File: src/design/hber_pkg.sv
// constants and types shared by the host bridge error reporting block
package hber_pkg;

  localparam int ADDR_W = 8;
  localparam int DATA_W = 16;

  // register byte offsets
  localparam logic [ADDR_W-1:0] ERR_FLAGS_OFS = 8'hc8;
  localparam logic [ADDR_W-1:0] ERR_EN_OFS = 8'hca;
  localparam logic [ADDR_W-1:0] PCI_CMD_OFS = 8'h04;

  // reset values
  localparam logic [DATA_W-1:0] ERR_FLAGS_RST = 16'h0000;
  localparam logic [DATA_W-1:0] ERR_EN_RST = 16'h0000;
  localparam logic [DATA_W-1:0] PCI_CMD_RST = 16'h0000;
  localparam logic [DATA_W-1:0] ZERO_WORD = 16'h0000;

  // implemented bits; everything else reads zero
  localparam logic [DATA_W-1:0] ERR_FLAGS_MASK = 16'h033e;
  localparam logic [DATA_W-1:0] ERR_EN_MASK = 16'h027e;
  localparam logic [DATA_W-1:0] PCI_CMD_MASK = 16'h0100;

  // field positions of flags and enables (BIT_TARGET_ABORT enable only, BIT_SW_SMI flag only); BIT_SERR_EN is in the pci command register
  localparam int BIT_NONMEM_LOCK = 9;
  localparam int BIT_SW_SMI = 8;
  localparam int BIT_TARGET_ABORT = 6;
  localparam int BIT_UNIMPL_SC = 5;
  localparam int BIT_OUT_APERTURE = 4;
  localparam int BIT_INVALID_AGP = 3;
  localparam int BIT_BAD_TRANSLATION = 2;
  localparam int BIT_BAD_AGP_CMD = 1;
  localparam int BIT_SERR_EN = 8;

  // one-cycle detector pulses from the surrounding bridge logic
  typedef struct packed {
    logic nonmem_lock;
    logic smi;
    logic smi_from_sw;
    logic unimpl_sc;
    logic out_aperture;
    logic invalid_agp;
    logic bad_translation;
    logic bad_agp_cmd;
    logic target_abort;
  } hber_events_s;

  typedef struct packed {
    logic [ADDR_W-1:0] addr;
    logic [DATA_W-1:0] wdata;
    logic wr;
    logic rd;
  } hber_reg_req_s;

  typedef enum logic [0:0] {
    MSG_IDLE = 1'b0,
    MSG_SEND = 1'b1
  } hber_msg_e;

endpackage

File: src/design/hber_error_regs.sv
// error flag and error report enable registers of the host bridge
//
// Notes on behaviour
// - flags set on their condition, whatever the enables say.
// - flags hold until software writes one; zero leaves them.
// - message only on a flag rising or a target abort, with its enable and global enable.
// - every message also gated by global enable in pci command register.
// - no error pin; errors leave as a message request on the hub link.
// - bit 9 set on a lock to memory space outside system dram.
// - bit 8 set only when smi came from the software trigger.
// - bit 5 set on an unimplemented hub link special cycle.
// - bit 4 set on an agp access outside the aperture.
// - bit 3 set on outside-aperture agp access to legacy or above top.
// - bit 2 set when translation lookup returns an invalid entry.
// - bit 1 set on a malformed or unsupported agp command.
// - enable bit 9 reports non-memory lock cycles.
// - enable bit 6 reports target aborts on bridge hub link cycles.
// - enable bit 5 reports unimplemented special cycles; clear means silent.
// - enable bit 4 reports outside-aperture accesses; clear suppresses.
// - enable bit 3 reports invalid agp accesses.
// - enable bit 2 reports invalid translation entries.
// - enable bit 1 reports unsupported agp commands; clear means none.
`timescale 1ns/100ps
`default_nettype none
module hber_error_regs #(
  parameter int DATA_W = hber_pkg::DATA_W
) (
  input wire logic i_clk,
  input wire logic i_reset,
  input wire hber_pkg::hber_reg_req_s i_req,
  output logic [DATA_W-1:0] o_rdata,
  input wire hber_pkg::hber_events_s i_events,
  output logic o_serr_valid,
  output logic [DATA_W-1:0] o_serr_source,
  input wire logic i_serr_ready
);

  typedef struct packed {
    logic [DATA_W-1:0] error_flags;
    logic [DATA_W-1:0] error_report_enables;
    logic [DATA_W-1:0] pci_command_register;
    logic [DATA_W-1:0] rdata;
  } hber_regs_s;

  hber_regs_s state_ff;
  hber_regs_s nxt_state;

  logic [DATA_W-1:0] set_vec;
  logic [DATA_W-1:0] clr_vec;
  logic [DATA_W-1:0] rising;
  logic [DATA_W-1:0] trig_src;
  logic global_en;
  logic serr_trig;

  // map detector pulses onto flag positions
  function automatic logic [DATA_W-1:0] flag_sets(input hber_pkg::hber_events_s ev);
    logic [DATA_W-1:0] v;
    v = '0;
    v[hber_pkg::BIT_NONMEM_LOCK] = ev.nonmem_lock;
    v[hber_pkg::BIT_SW_SMI] = ev.smi & ev.smi_from_sw;
    v[hber_pkg::BIT_UNIMPL_SC] = ev.unimpl_sc;
    v[hber_pkg::BIT_OUT_APERTURE] = ev.out_aperture;
    v[hber_pkg::BIT_INVALID_AGP] = ev.invalid_agp;
    v[hber_pkg::BIT_BAD_TRANSLATION] = ev.bad_translation;
    v[hber_pkg::BIT_BAD_AGP_CMD] = ev.bad_agp_cmd;
    return v & hber_pkg::ERR_FLAGS_MASK;
  endfunction

  // plain read/write field, reserved bits forced to zero
  function automatic logic [DATA_W-1:0] rw_update(
    input logic [DATA_W-1:0] wdata,
    input logic [DATA_W-1:0] mask
  );
    return wdata & mask;
  endfunction

  always_comb
  begin
    nxt_state = state_ff;
    set_vec = flag_sets(i_events);
    clr_vec = hber_pkg::ZERO_WORD;
    if (i_req.wr && (i_req.addr == hber_pkg::ERR_FLAGS_OFS))
    begin
      clr_vec = i_req.wdata & hber_pkg::ERR_FLAGS_MASK;
    end
    // set beats clear so an event in the clearing cycle survives
    nxt_state.error_flags = (state_ff.error_flags & ~clr_vec) | set_vec;

    if (i_req.wr && (i_req.addr == hber_pkg::ERR_EN_OFS))
    begin
      nxt_state.error_report_enables = rw_update(i_req.wdata, hber_pkg::ERR_EN_MASK);
    end
    else if (i_req.wr && (i_req.addr == hber_pkg::PCI_CMD_OFS))
    begin
      nxt_state.pci_command_register = rw_update(i_req.wdata, hber_pkg::PCI_CMD_MASK);
    end

    // an already-set flag hit again stays quiet until software clears it
    rising = set_vec & ~state_ff.error_flags;
    trig_src = rising & state_ff.error_report_enables;
    // via the enable mask above
    // target abort has no flag, so its pulse itself is the edge
    trig_src[hber_pkg::BIT_TARGET_ABORT] = i_events.target_abort
      & state_ff.error_report_enables[hber_pkg::BIT_TARGET_ABORT];
    global_en = state_ff.pci_command_register[hber_pkg::BIT_SERR_EN];
    serr_trig = global_en && (trig_src != hber_pkg::ZERO_WORD);

    nxt_state.rdata = hber_pkg::ZERO_WORD;
    if (i_req.rd)
    begin
      if (i_req.addr == hber_pkg::ERR_FLAGS_OFS)
      begin
        nxt_state.rdata = state_ff.error_flags;
      end
      else if (i_req.addr == hber_pkg::ERR_EN_OFS)
      begin
        nxt_state.rdata = state_ff.error_report_enables;
      end
      else if (i_req.addr == hber_pkg::PCI_CMD_OFS)
      begin
        nxt_state.rdata = state_ff.pci_command_register;
      end
      else
      begin
        nxt_state.rdata = hber_pkg::ZERO_WORD;
      end
    end
  end

  always_ff @(posedge i_clk)
  begin
    if (i_reset)
    begin
      state_ff <= '{error_flags: hber_pkg::ERR_FLAGS_RST,
                    error_report_enables: hber_pkg::ERR_EN_RST,
                    pci_command_register: hber_pkg::PCI_CMD_RST,
                    rdata: hber_pkg::ZERO_WORD};
    end
    else
    begin
      state_ff <= nxt_state;
    end
  end

  assign o_rdata = state_ff.rdata;

  // message leaves as a request to the hub link sender, no pin
  hber_serr_msg #(
    .SRC_W(DATA_W)
  ) u_serr_msg (
    .i_clk(i_clk),
    .i_reset(i_reset),
    .i_trigger(serr_trig),
    .i_source(trig_src),
    .i_ready(i_serr_ready),
    .o_valid(o_serr_valid),
    .o_source(o_serr_source)
  );

endmodule
`default_nettype wire

File: src/design/hber_serr_msg.sv
// serr message request holder toward the hub link
`timescale 1ns/100ps
`default_nettype none
module hber_serr_msg #(
  parameter int SRC_W = 16
) (
  input wire logic i_clk,
  input wire logic i_reset,
  input wire logic i_trigger,
  input wire logic [SRC_W-1:0] i_source,
  input wire logic i_ready,
  output logic o_valid,
  output logic [SRC_W-1:0] o_source
);

  typedef struct packed {
    hber_pkg::hber_msg_e state;
    logic [SRC_W-1:0] src;
    logic [SRC_W-1:0] pend;
  } hber_msg_state_s;

  hber_msg_state_s state_ff;
  hber_msg_state_s nxt_state;

  always_comb
  begin
    nxt_state = state_ff;
    case (state_ff.state)
      hber_pkg::MSG_IDLE:
      begin
        if (i_trigger)
        begin
          nxt_state.state = hber_pkg::MSG_SEND;
          nxt_state.src = i_source;
        end
      end
      hber_pkg::MSG_SEND:
      begin
        // events while a message waits are merged into one follow-up
        if (i_ready)
        begin
          if (i_trigger || (state_ff.pend != '0))
          begin
            nxt_state.src = state_ff.pend | (i_trigger ? i_source : '0);
            nxt_state.pend = '0;
          end
          else
          begin
            nxt_state.state = hber_pkg::MSG_IDLE;
          end
        end
        else if (i_trigger)
        begin
          nxt_state.pend = state_ff.pend | i_source;
        end
      end
      default:
      begin
        nxt_state.state = hber_pkg::MSG_IDLE;
      end
    endcase
  end

  always_ff @(posedge i_clk)
  begin
    if (i_reset)
    begin
      state_ff <= '{state: hber_pkg::MSG_IDLE, src: '0, pend: '0};
    end
    else
    begin
      state_ff <= nxt_state;
    end
  end

  assign o_valid = (state_ff.state == hber_pkg::MSG_SEND);
  assign o_source = state_ff.src;

endmodule
`default_nettype wire

File: config.mk
export PLATFORM = sky130hd
export DESIGN_NAME = hber_error_regs
export DESIGN_NICKNAME = d
export VERILOG_FILES = /design/src/design/hber_pkg.sv /design/src/design/hber_error_regs.sv /design/src/design/hber_serr_msg.sv
export SDC_FILE = /design/constraint.sdc
export NUM_CORES = 1
export LEC_CHECK = 0
export ABC_AREA = 1
export BUFFER_PORTS_ARGS = -buffer_cell sky130_fd_sc_hd__buf_4
export CAP_MARGIN = 20
export CORE_UTILIZATION = 40
export DETAILED_ROUTE_END_ITERATION = 8
export GPL_TIMING_DRIVEN = 0
export PLACE_DENSITY = 0.58
export RECOVER_POWER = 50
export SYNTH_ARGS = -nofsm -noshare
export SYNTH_HDL_FRONTEND = slang
export SYNTH_HIERARCHICAL = 1
export SYNTH_SLANG_ARGS = --single-unit
File: constraint.sdc
create_clock -name i_clk -period 2.4 [get_ports i_clk]
set_input_delay 0.36 -clock i_clk [delete_from_list [all_inputs] [get_ports i_clk]]
set_output_delay 0.36 -clock i_clk [all_outputs]
set_load 0.05 [all_outputs]
Yosys cells after proc, flatten, opt, wreduce, memory -nomap -nowiden
Index checks and enable logic that the tools add are counted.
{"block": "totals", "ff_bits": 73, "in_bits": 38, "output_inout_bits": 33, "wordCells": 51}
{"block": "op_classes", "n_eq_ne": 7, "muxes": 12, "bitwise": 13, "n_reduce_logical": 12}
{"op": "$mux 16", "n": 4}
{"op": "$mux 17", "n": 2}
{"op": "$pmux 17 s2", "n": 1}
{"op": "$mux 32", "n": 1}
{"op": "$or 16x16->16", "n": 2}
{"op": "$reduce_bool 16->1", "n": 2}
{"op": "$mux 10", "n": 2}
{"op": "$and 10x16->16", "n": 1}
{"op": "$and 16x10->16", "n": 1}
{"op": "$and 16x16->16", "n": 1}
{"op": "$eq 8x8->1 const B", "n": 2}
{"op": "$not 10->16", "n": 1}
{"op": "$not 16->16", "n": 1}
{"op": "$or 16x10->16", "n": 1}
{"op": "$mux 9", "n": 1}
{"op": "$eq 8x3->1 const B", "n": 1}
{"op": "$reduce_and 3->1", "n": 2}
{"op": "$logic_and 1x1->1", "n": 4}
{"op": "$ne 2x1->1 const B", "n": 2}
{"op": "$ne 2x2->1 const B", "n": 2}
{"op": "$not 1->1", "n": 3}
{"op": "$and 1x1->1", "n": 2}
{"op": "$reduce_and 2->1", "n": 1}
{"op": "$reduce_bool 2->1", "n": 1}
{"op": "other kinds (3)", "n": 3}

Longest topological paths before layout
Gate-level depths: netlist (run 1).
{"block": "depth", "ltp_word": 10, "depth_mapped": 14, "ltp_nobuf": 12}

By module
The synthesis (run 1) kept the hierarchy.
{"mod": "hber_serr_msg", "instances": 1, "cells_each": 251, "area_per_inst_um2": 1834.3, "seq_area_each_um2": 660.6}
{"mod": "hber_error_regs", "instances": 1, "cells_each": 178, "area_per_inst_um2": 1223.7, "seq_area_each_um2": 460.4}

Worst setup path after synthesis (run 1)
OpenSTA, ideal clock, no wires.
{"block": "synth_path", "kind": "input-to-reg", "start": "input port i_events[3] in the netlist's numbering", "end": "register u_serr_msg.state_ff, in the netlist u_serr_msg/o_source[12]", "setup_time_ns": 0.112, "arrival_time_ns": 1.818, "required_ns": 2.288, "slack_ns": 0.470, "path_stages": 11, "path_buffers": 2, "path_cell_list": "inv_1 nor3_1 nor3_1 a21boi_0 buf_4 nand2_2 nand2_1 buf_4 nand3_1 nand2_1 nor2_1"}
{"block": "synth_via", "elab_chain_cells": 9, "elab_cells_between_ends": 13, "cone_classes": "eq/ne: 2; mux: 4; bitwise: 3; reduce/logical: 4"}
{"item": "start: declaration", "line_no": "hber_error_regs.sv:32", "rtl": "input wire hber_pkg::hber_events_s i_events,"}
{"item": "$and 10x16->16 (*)", "line_no": "hber_error_regs.sv:99", "rtl": "rising = set_vec & ~state_ff.error_flags;"}
{"item": "$and 16x10->16 (*)", "line_no": "hber_error_regs.sv:100", "rtl": "trig_src = rising & state_ff.error_report_enables;"}
{"item": "named net trig_src[3]", "line_no": "hber_error_regs.sv:51", "rtl": "logic [DATA_W-1:0] trig_src;"}
{"item": "$reduce_bool 16->1 (*)", "line_no": "hber_error_regs.sv:106", "rtl": "serr_trig = global_en && (trig_src != hber_pkg::ZERO_WORD);"}
{"item": "$logic_and 1x1->1 (*)", "line_no": "hber_error_regs.sv:106"}
{"item": "named net serr_trig", "line_no": "hber_error_regs.sv:53", "rtl": "logic serr_trig;"}
{"item": "$mux 16", "line_no": "hber_serr_msg.sv:44", "rtl": "nxt_state.src = state_ff.pend | (i_trigger ? i_source : '0);"}
{"item": "$or 16x16->16", "line_no": "hber_serr_msg.sv:44"}
{"item": "$mux 32", "line_no": "hber_serr_msg.sv:42", "rtl": "if (i_trigger || (state_ff.pend != '0))"}
{"item": "$mux 17", "line_no": "hber_serr_msg.sv:40", "rtl": "if (i_ready)"}
{"item": "$pmux 17 s2", "line_no": "hber_serr_msg.sv:28", "rtl": "case (state_ff.state)"}
{"item": "end signal: assignment", "line_no": "hber_serr_msg.sv:68", "rtl": "state_ff <= '{state: hber_pkg::MSG_IDLE, src: '0, pend: '0};"}
{"item": "end signal: assignment", "line_no": "hber_serr_msg.sv:72", "rtl": "state_ff <= nxt_state;"}
{"item": "end: declaration", "line_no": "hber_serr_msg.sv:22", "rtl": "hber_msg_state_s state_ff;"}
The timed path passes the listed nets; every way through them passes the cells marked *. The select of a mux whose other input is x is not followed.
A chain may end at the register's enable or synchronous reset.

Worst setup path in the final report (run 1)
{"block": "layout_path", "start": "register state_ff[41] in the netlist's numbering", "end": "register u_serr_msg.state_ff, in the netlist u_serr_msg/o_source[14]"}
{"block": "layout_via", "elab_chain_cells": 8, "elab_cells_between_ends": 12, "cone_classes": "eq/ne: 2; mux: 4; bitwise: 2; reduce/logical: 4"}
{"item": "start: declaration", "line_no": "hber_error_regs.sv:45", "rtl": "hber_regs_s state_ff;"}
{"item": "start signal: assignment", "line_no": "hber_error_regs.sv:134", "rtl": "state_ff <= '{error_flags: hber_pkg::ERR_FLAGS_RST,"}
{"item": "start signal: assignment", "line_no": "hber_error_regs.sv:141", "rtl": "state_ff <= nxt_state;"}
{"item": "$and 16x10->16 (*)", "line_no": "hber_error_regs.sv:100"}
{"item": "named net trig_src[9]", "line_no": "hber_error_regs.sv:51"}
{"item": "$reduce_bool 16->1 (*)", "line_no": "hber_error_regs.sv:106"}
{"item": "$logic_and 1x1->1 (*)", "line_no": "hber_error_regs.sv:106"}
{"item": "named net serr_trig", "line_no": "hber_error_regs.sv:53"}
{"item": "$mux 16", "line_no": "hber_serr_msg.sv:44"}
{"item": "$or 16x16->16", "line_no": "hber_serr_msg.sv:44"}
{"item": "$mux 32", "line_no": "hber_serr_msg.sv:42"}
{"item": "$mux 17", "line_no": "hber_serr_msg.sv:40"}
{"item": "$pmux 17 s2", "line_no": "hber_serr_msg.sv:28"}
Marks and branches as above.

==> results of run 1 <==
cell usage after synthesis (6+ instances only):
library cell,number,area (sq um)
a21oi_1,20,100
a21oi_2,10,87.6
buf_4,38,285
dfxtp_1,56,1120
inv_1,54,203
nand2_1,79,297
nand3_1,42,210
nand4_1,8,50.1
nor2_1,49,184
nor2_2,16,100
nor3_1,6,30.0
o22ai_1,15,93.8
final cells by class:
class | count | share of cell area
Clock buffer | 7 | 0.0261
Timing Repair Buffer | 53 | 0.0834
Tap cell | 99 | 0.0336
Sequential cell | 56 | 0.304
Buffer | 48 | 0.0936
Inverter | 59 | 0.0600
Clock inverter | 1 | 0.00814
Multi-Input combinational cell | 291 | 0.391
worst min-delay path by stage:
stage	startpoint	end	cells past startpoint
after floorplan	state_ff[56]	state_ff[56]	2
after global placement	state_ff[56]	state_ff[56]	2
after detailed placement	state_ff[56]	state_ff[56]	2
after CTS	i_req[8]	state_ff[38]	3
after global routing	i_req[6]	state_ff[36]	3
final	i_req[8]	state_ff[38]	3
critical path: cells and delay by family, from the launching register on:
kind                   cells  cell delay (ns)
and+or+nand+nor            7             0.93
AOI/OAI and AO/OA          1             0.29
DFF                        1             0.34
buffers and inverters      3             0.50
through the flow:
step	hold slack (ns)	std cells	util	worst slack (ns)	total power, mW
global route	0.279	614	0.503	0.0155	1.83
detailed placement	0.460	606	0.501	0.00930	1.11
global placement	0.452	606	0.501	0.00721	1.11
floorplan	0.437	454	-	0.470	1.05
CTS	0.263	614	0.518	0.0683	1.78
finish	0.266	614	0.503	0.228	1.76
repair_timing:
| item | in CTS | in global routing |
|---|---|---|
| endpoints found under the setup margin | 0 | 19 |
| setup buffers | 0 | 0 |
| hold endpoints to repair | 0 | 0 |
| gates resized for setup | 0 | 3 |
logic make-up after synthesis:
kind of cell    share of synthesized area
other cells                       0.00123
buf+inv                             0.189
compound gates                     0.0994
flops                               0.367
simple gates                        0.343
power breakdown:
| group | switching (mW) | leakage [nW] | internal, mW |
|---|---|---|---|
| sequential | 0.00617 | 0.453 | 0.937 |
| combinational | 0.0866 | 1.12 | 0.0555 |
| clock | 0.304 | 0.0645 | 0.369 |
| total | 0.397 | 1.64 | 1.36 |
sequential cells by signal, summed over array words and instances, names as in the netlist:
register and cells:
global_en 1, o_rdata 8, state_ff 14, u_serr_msg/o_source 16, u_serr_msg/o_valid 1, u_serr_msg/state_ff 16
per-layer routing:
layer / vias to the layer above / part of all wire / wire, microns
li1: 1465 / - / -
met1: 1245 / 0.49 / 3350
met2: 44 / 0.46 / 3160
met3: 4 / 0.036 / 248
met4: 0 / 0.0071 / 48
met5: - / 0 / 0
==> run summary, run 1 <==
Status -> complete, no violations
Final instance area -> 3690 sq um
Clk_skew -> 0.0108 ns
CTS tree -> built
# hold bufs at CTS -> 0
Rows -> 31
Worst skew pair latency -> 0.31 ns
Multi-input logic area -> 1440 sq um
Largest stage delay, worst path -> 0.34 ns
Antenna diode count -> 0
Pins Over Slew Limit -> 0
Synthesis-to-layout area growth -> 20.6%
Met2 usage -> 0.314
Die Wd -> 89.4 microns
Routed Antenna Nets -> 0
Final wirelength -> 6800 microns
Leakage -> 1.64 nW
Largest net degree at the start of global routing -> 17
Endpoints failing hold -> 0
Met3 Usage GRT -> 0.0305
Most frequent cells in the layout -> nand2_1 (80), buf_4 (64), dfxtp_1 (56), inv_1 (54), nor2_1 (51)
Initial antenna violation count -> 0
RD Place Congestion -> 0.819
Reg2reg end -> u_serr_msg/o_source[14]
Commonest non-fill, non-tap cell in the layout -> nand2_1
CTS Buffer Depth -> 2
CP startpoint -> state_ff[41]
Ys flop type -> dfxtp_1
Tot GR Track Use -> 0.184
Port Buffers -> 53
Pin slew with the least headroom to its limit -> 1.20 ns
Maxcap violations -> 0
Yosys warning count -> 6
DRT iter0 DRCs -> 103
Max VDD drop -> 0.250 mV
Core area -> 7330 sq um
Startpoint Class -> flop
Seq cells post-synth -> 56
Relative slew slack -> 0.193
Drt wl/cell -> 11.1 microns
CTS buffer count -> 5
Filler cells -> 775
CP Class -> flop to flop
Mapped Cells -> 429
H-tree lvl count -> 2
Seq/Total Area, Yosys -> 0.367
First-pass GRT wire length -> 11,400 microns
Initial Utilization -> 0.417
Distinct cells, synth -> 27
Layout cells sized above 1 -> 0.237
Post-synthesis cell area -> 3060 sq um
CP required -> 2.61 ns
Endpoint class of the critical path -> flop
Detail Placement HPWL -> 5240 microns
Via count -> 2,758
Reg clk slew, reported paths -> 0.10 ns
FF-to-FF setup slack -> 0.23 ns
Number of flops mapped to enable cells by yosys -> 0
Period utilization -> 0.905
Reg2reg start -> state_ff[41]
Worst Hold Class -> input port to flop
Worst-path cell chain -> inv_1, nor3_1, nor3_1, a21boi_1, buf_4, nand2_2, nand2_1, buf_4, nand3_1, nand2_1, nor2_1
PwrDens -> 477 nW/um^2
Nets -> 552
Dpl cell area -> 3670 sq um
Min Tclk post-route -> 2.17 ns
Vias in the first global route -> 2,566
Via density per instance -> 4.49
Syn Area/Cell -> 7.13 sq um
Ports -> 71
Max FO, Critical Path -> 10
Slowest stage cell, crit path -> dfxtp_1
Register area -> 1120 sq um
FMAX -> 460 MHz
Crit path DAT -> 2.38 ns
First-pass detailed-route iteration total -> 4
Crit path to -> u_serr_msg/o_source[14]
Sink Count -> 56
Async SR Flop Fraction -> 0
Worst Reg-to-Reg Cells -> 11
Chip height -> 89.4 microns
Setup TNS -> 0 ns
Unrepaired setup endpoints after global routing -> false
Met1 global-route usage -> 0.248
# setup viols final -> 0
Drt drc -> 0
Grt peak-use layer -> met2
Root Driver -> clkbuf_8
Total overflow reported by the global router -> 0
Die Footprint -> 8000 sq um
No activity file was read; power rests on OpenSTA's default activity.
==> run 2, diff against run 1 <==
--- a/config.mk
+++ b/config.mk
@@ -12,7 +12,6 @@
 export DETAILED_ROUTE_END_ITERATION = 8
 export GPL_TIMING_DRIVEN = 0
 export PLACE_DENSITY = 0.58
-export RECOVER_POWER = 50
 export SYNTH_ARGS = -nofsm -noshare
 export SYNTH_HDL_FRONTEND = slang
 export SYNTH_HIERARCHICAL = 1
==> run 2 against run 1 <==
Sequential share of layout area shrank 0.97 points. Die area is the same. Critical path type unchanged. Highest routed layer unchanged. Global-route usage is the same. Largest cell class unchanged.
==> run summary, run 2 (synthesis results as in run 1) <==
Status -> complete, no violations
CTS tree -> built
Unrepaired setup endpoints after global routing -> false
Via count -> 2,790 (+1.2%)
Pins Over Slew Limit -> 0 (unchanged)
Setup TNS -> 0 ns (unchanged)
Root Driver -> clkbuf_8
Psw -> 0.396 mW (-0.28%)
Vias in the first global route -> 2,566 (unchanged)
FMAX -> 459 MHz (-0.33%)
Postcts setup bufs -> 0 (unchanged)
CP required -> 2.61 ns (about the same)
RD Place Congestion -> 0.819 (unchanged)
Clock share of power -> 0.380 (-0.003)
Sw Share -> 0.225 (-0.000721)
Layout cells sized above 1 -> 0.297 (+0.0602)
Largest net degree at the start of global routing -> 17 (unchanged)
Slowest stage cell, crit path -> dfxtp_1
Max VDD drop -> 0.247 mV (-1.3%)
# setup viols final -> 0 (unchanged)
Largest stage delay, worst path -> 0.34 ns (about the same)
Worst skew pair latency -> 0.31 ns (about the same)
Total overflow reported by the global router -> 0 (unchanged)
CP Class -> flop to flop
Routed Antenna Nets -> 0 (unchanged)
Total power -> 1.76 mW (about the same)
Period utilization -> 0.908 (+0.00300)
Rows -> 31 (unchanged)
Internal power -> 1.36 mW (+0.13%)
Initial Utilization -> 0.417 (unchanged)
Endpoints failing hold -> 0 (unchanged)
Commonest non-fill, non-tap cell in the layout -> buf_4
Max FO, Critical Path -> 10 (unchanged)
Clk_skew -> 0.00963 ns (-0.00118 ns)
Antenna diode count -> 0 (unchanged)
Die Wd -> 89.4 microns (unchanged)
Most frequent cells in the layout -> buf_4 (91), nand2_1 (79), dfxtp_1 (56), inv_1 (54), nor2_1 (49)
H-tree lvl count -> 2 (unchanged)
Maxcap violations -> 0 (unchanged)
Drt drc -> 0 (unchanged)
Final core occ -> 0.520 (+0.0166)
Core area -> 7330 sq um (unchanged)
CTS Buffer Depth -> 2 (unchanged)
Final wirelength -> 6840 microns (+0.54%)
Detail Placement HPWL -> 5240 microns (unchanged)
Endpoint class of the critical path -> flop
Ports -> 71 (unchanged)
Worst-path cell chain -> inv_1, nor3_1, nor3_1, a21boi_1, buf_4, nand2_2, nand2_1, buf_4, nand3_1, nand2_1, nor2_1
First-pass detailed-route iteration total -> 4 (unchanged)
Synthesis-to-layout area growth -> 24.6%
Die Footprint -> 8000 sq um (unchanged)
CTS buffer count -> 5 (unchanged)
Logic pwr share -> 0.083 (+0.002)
# hold bufs at CTS -> 0 (unchanged)
Seq pwr share -> 0.536 (about the same)
Reg clk slew, reported paths -> 0.10 ns (about the same)
First-pass GRT wire length -> 11,400 microns (unchanged)
Nets -> 552 (unchanged)
PwrDens -> 462 nW/um^2 (-3.1%)
Via density per instance -> 4.54 (+1.2%)
Sink Count -> 56 (unchanged)
Drt wl/cell -> 11.1 microns (+0.54%)
Chip height -> 89.4 microns (unchanged)
Port Buffers -> 53 (unchanged)
Tot GR Track Use -> 0.184 (unchanged)
Startpoint Class -> flop
Min Tclk post-route -> 2.18 ns (+0.00721 ns)
Worst hold slack -> 0.269 ns (+0.00315 ns)
Post-cts resize count -> 0 (unchanged)
DRT iter0 DRCs -> 104 (+0.97%)
Worst Hold Class -> input port to flop
Largest delay share family, worst path -> simple AND/OR/NAND/NOR gates
Worst Path Buf+Inv -> 3 (unchanged)
Initial antenna violation count -> 0 (unchanged)
Crit path DAT -> 2.39 ns (about the same)
Leakage -> 1.76 nW (+7.3%)
## run 2: cell types whose count changed in the layout (fill, tap and decap cells not counted), moves of 2 or more
| cell | before | now |
|---|---|---|
| clkbuf_1 | 29 | 2 |
| nor2_2 | 14 | 16 |
| buf_4 | 64 | 91 |
| nor2_1 | 51 | 49 |
| clkbuf_4 | 2 | 0 |
## run 2: final cells by class
type | count | area, sq um
inverters | 59 | 221
well taps | 99 | 124
clock buffers | 7 | 96.3
clock inverters | 1 | 30.0
multi-input cells | 291 | 1460
fillers | 741 | 3520
plain buffers | 48 | 358
repair buffers | 53 | 398
flip-flops and latches | 56 | 1120
## run 2: final timing paths
| kind | startpoint | to | slack [ns] | cells past startpoint |
|---|---|---|---|---|
| setup / recovery | state_ff[41] | u_serr_msg/o_source[14] | 0.22 | 11 |
| hold / removal | i_req[8] | state_ff[38] | 0.27 | 3 |
| setup reg to reg | state_ff[41] | u_serr_msg/o_source[14] | 0.22 | 11 |
| hold reg to reg | state_ff[56] | state_ff[56] | 0.47 | 2 |
## run 2: worst min-delay path, delay by kind of cell
| kind | cells | cell delay (ns) |
|---|---|---|
| buf+inv | 1 | 0.08 |
| simple gates | 2 | 0.11 |
## run 2: power by group through the flow
stage | Combinational, mW | Clock (mW) | Sequential [mW]
after CTS | 0.147 | 0.695 | 0.943
after floorplan | 0.0911 | 0 | 0.963
after global placement | 0.145 | 0 | 0.965
final | 0.146 | 0.669 | 0.943
after global routing | 0.161 | 0.732 | 0.945
after detailed placement | 0.147 | 0 | 0.965
## run 2: metrics by stage
step,cells,area [sq um],worst slack (ns)
3_3_place_gp,606,3670,0.00721
5_1_grt,614,3810,0.0155
4_1_cts,614,3800,0.0683
3_5_place_dp,606,3670,0.00930
2_1_floorplan,454,3150,0.470
6_report,614,3810,0.220
## run 2: routing by layer
metal	vias up	part of all wire	wire length, microns	GRT usage
li1	1469	-	-	-
met3	4	0.036	243	0.0305
met2	50	0.47	3200	0.314
met5	-	0	0	0
met1	1267	0.49	3350	0.248
met4	0	0.0064	44	0.0303
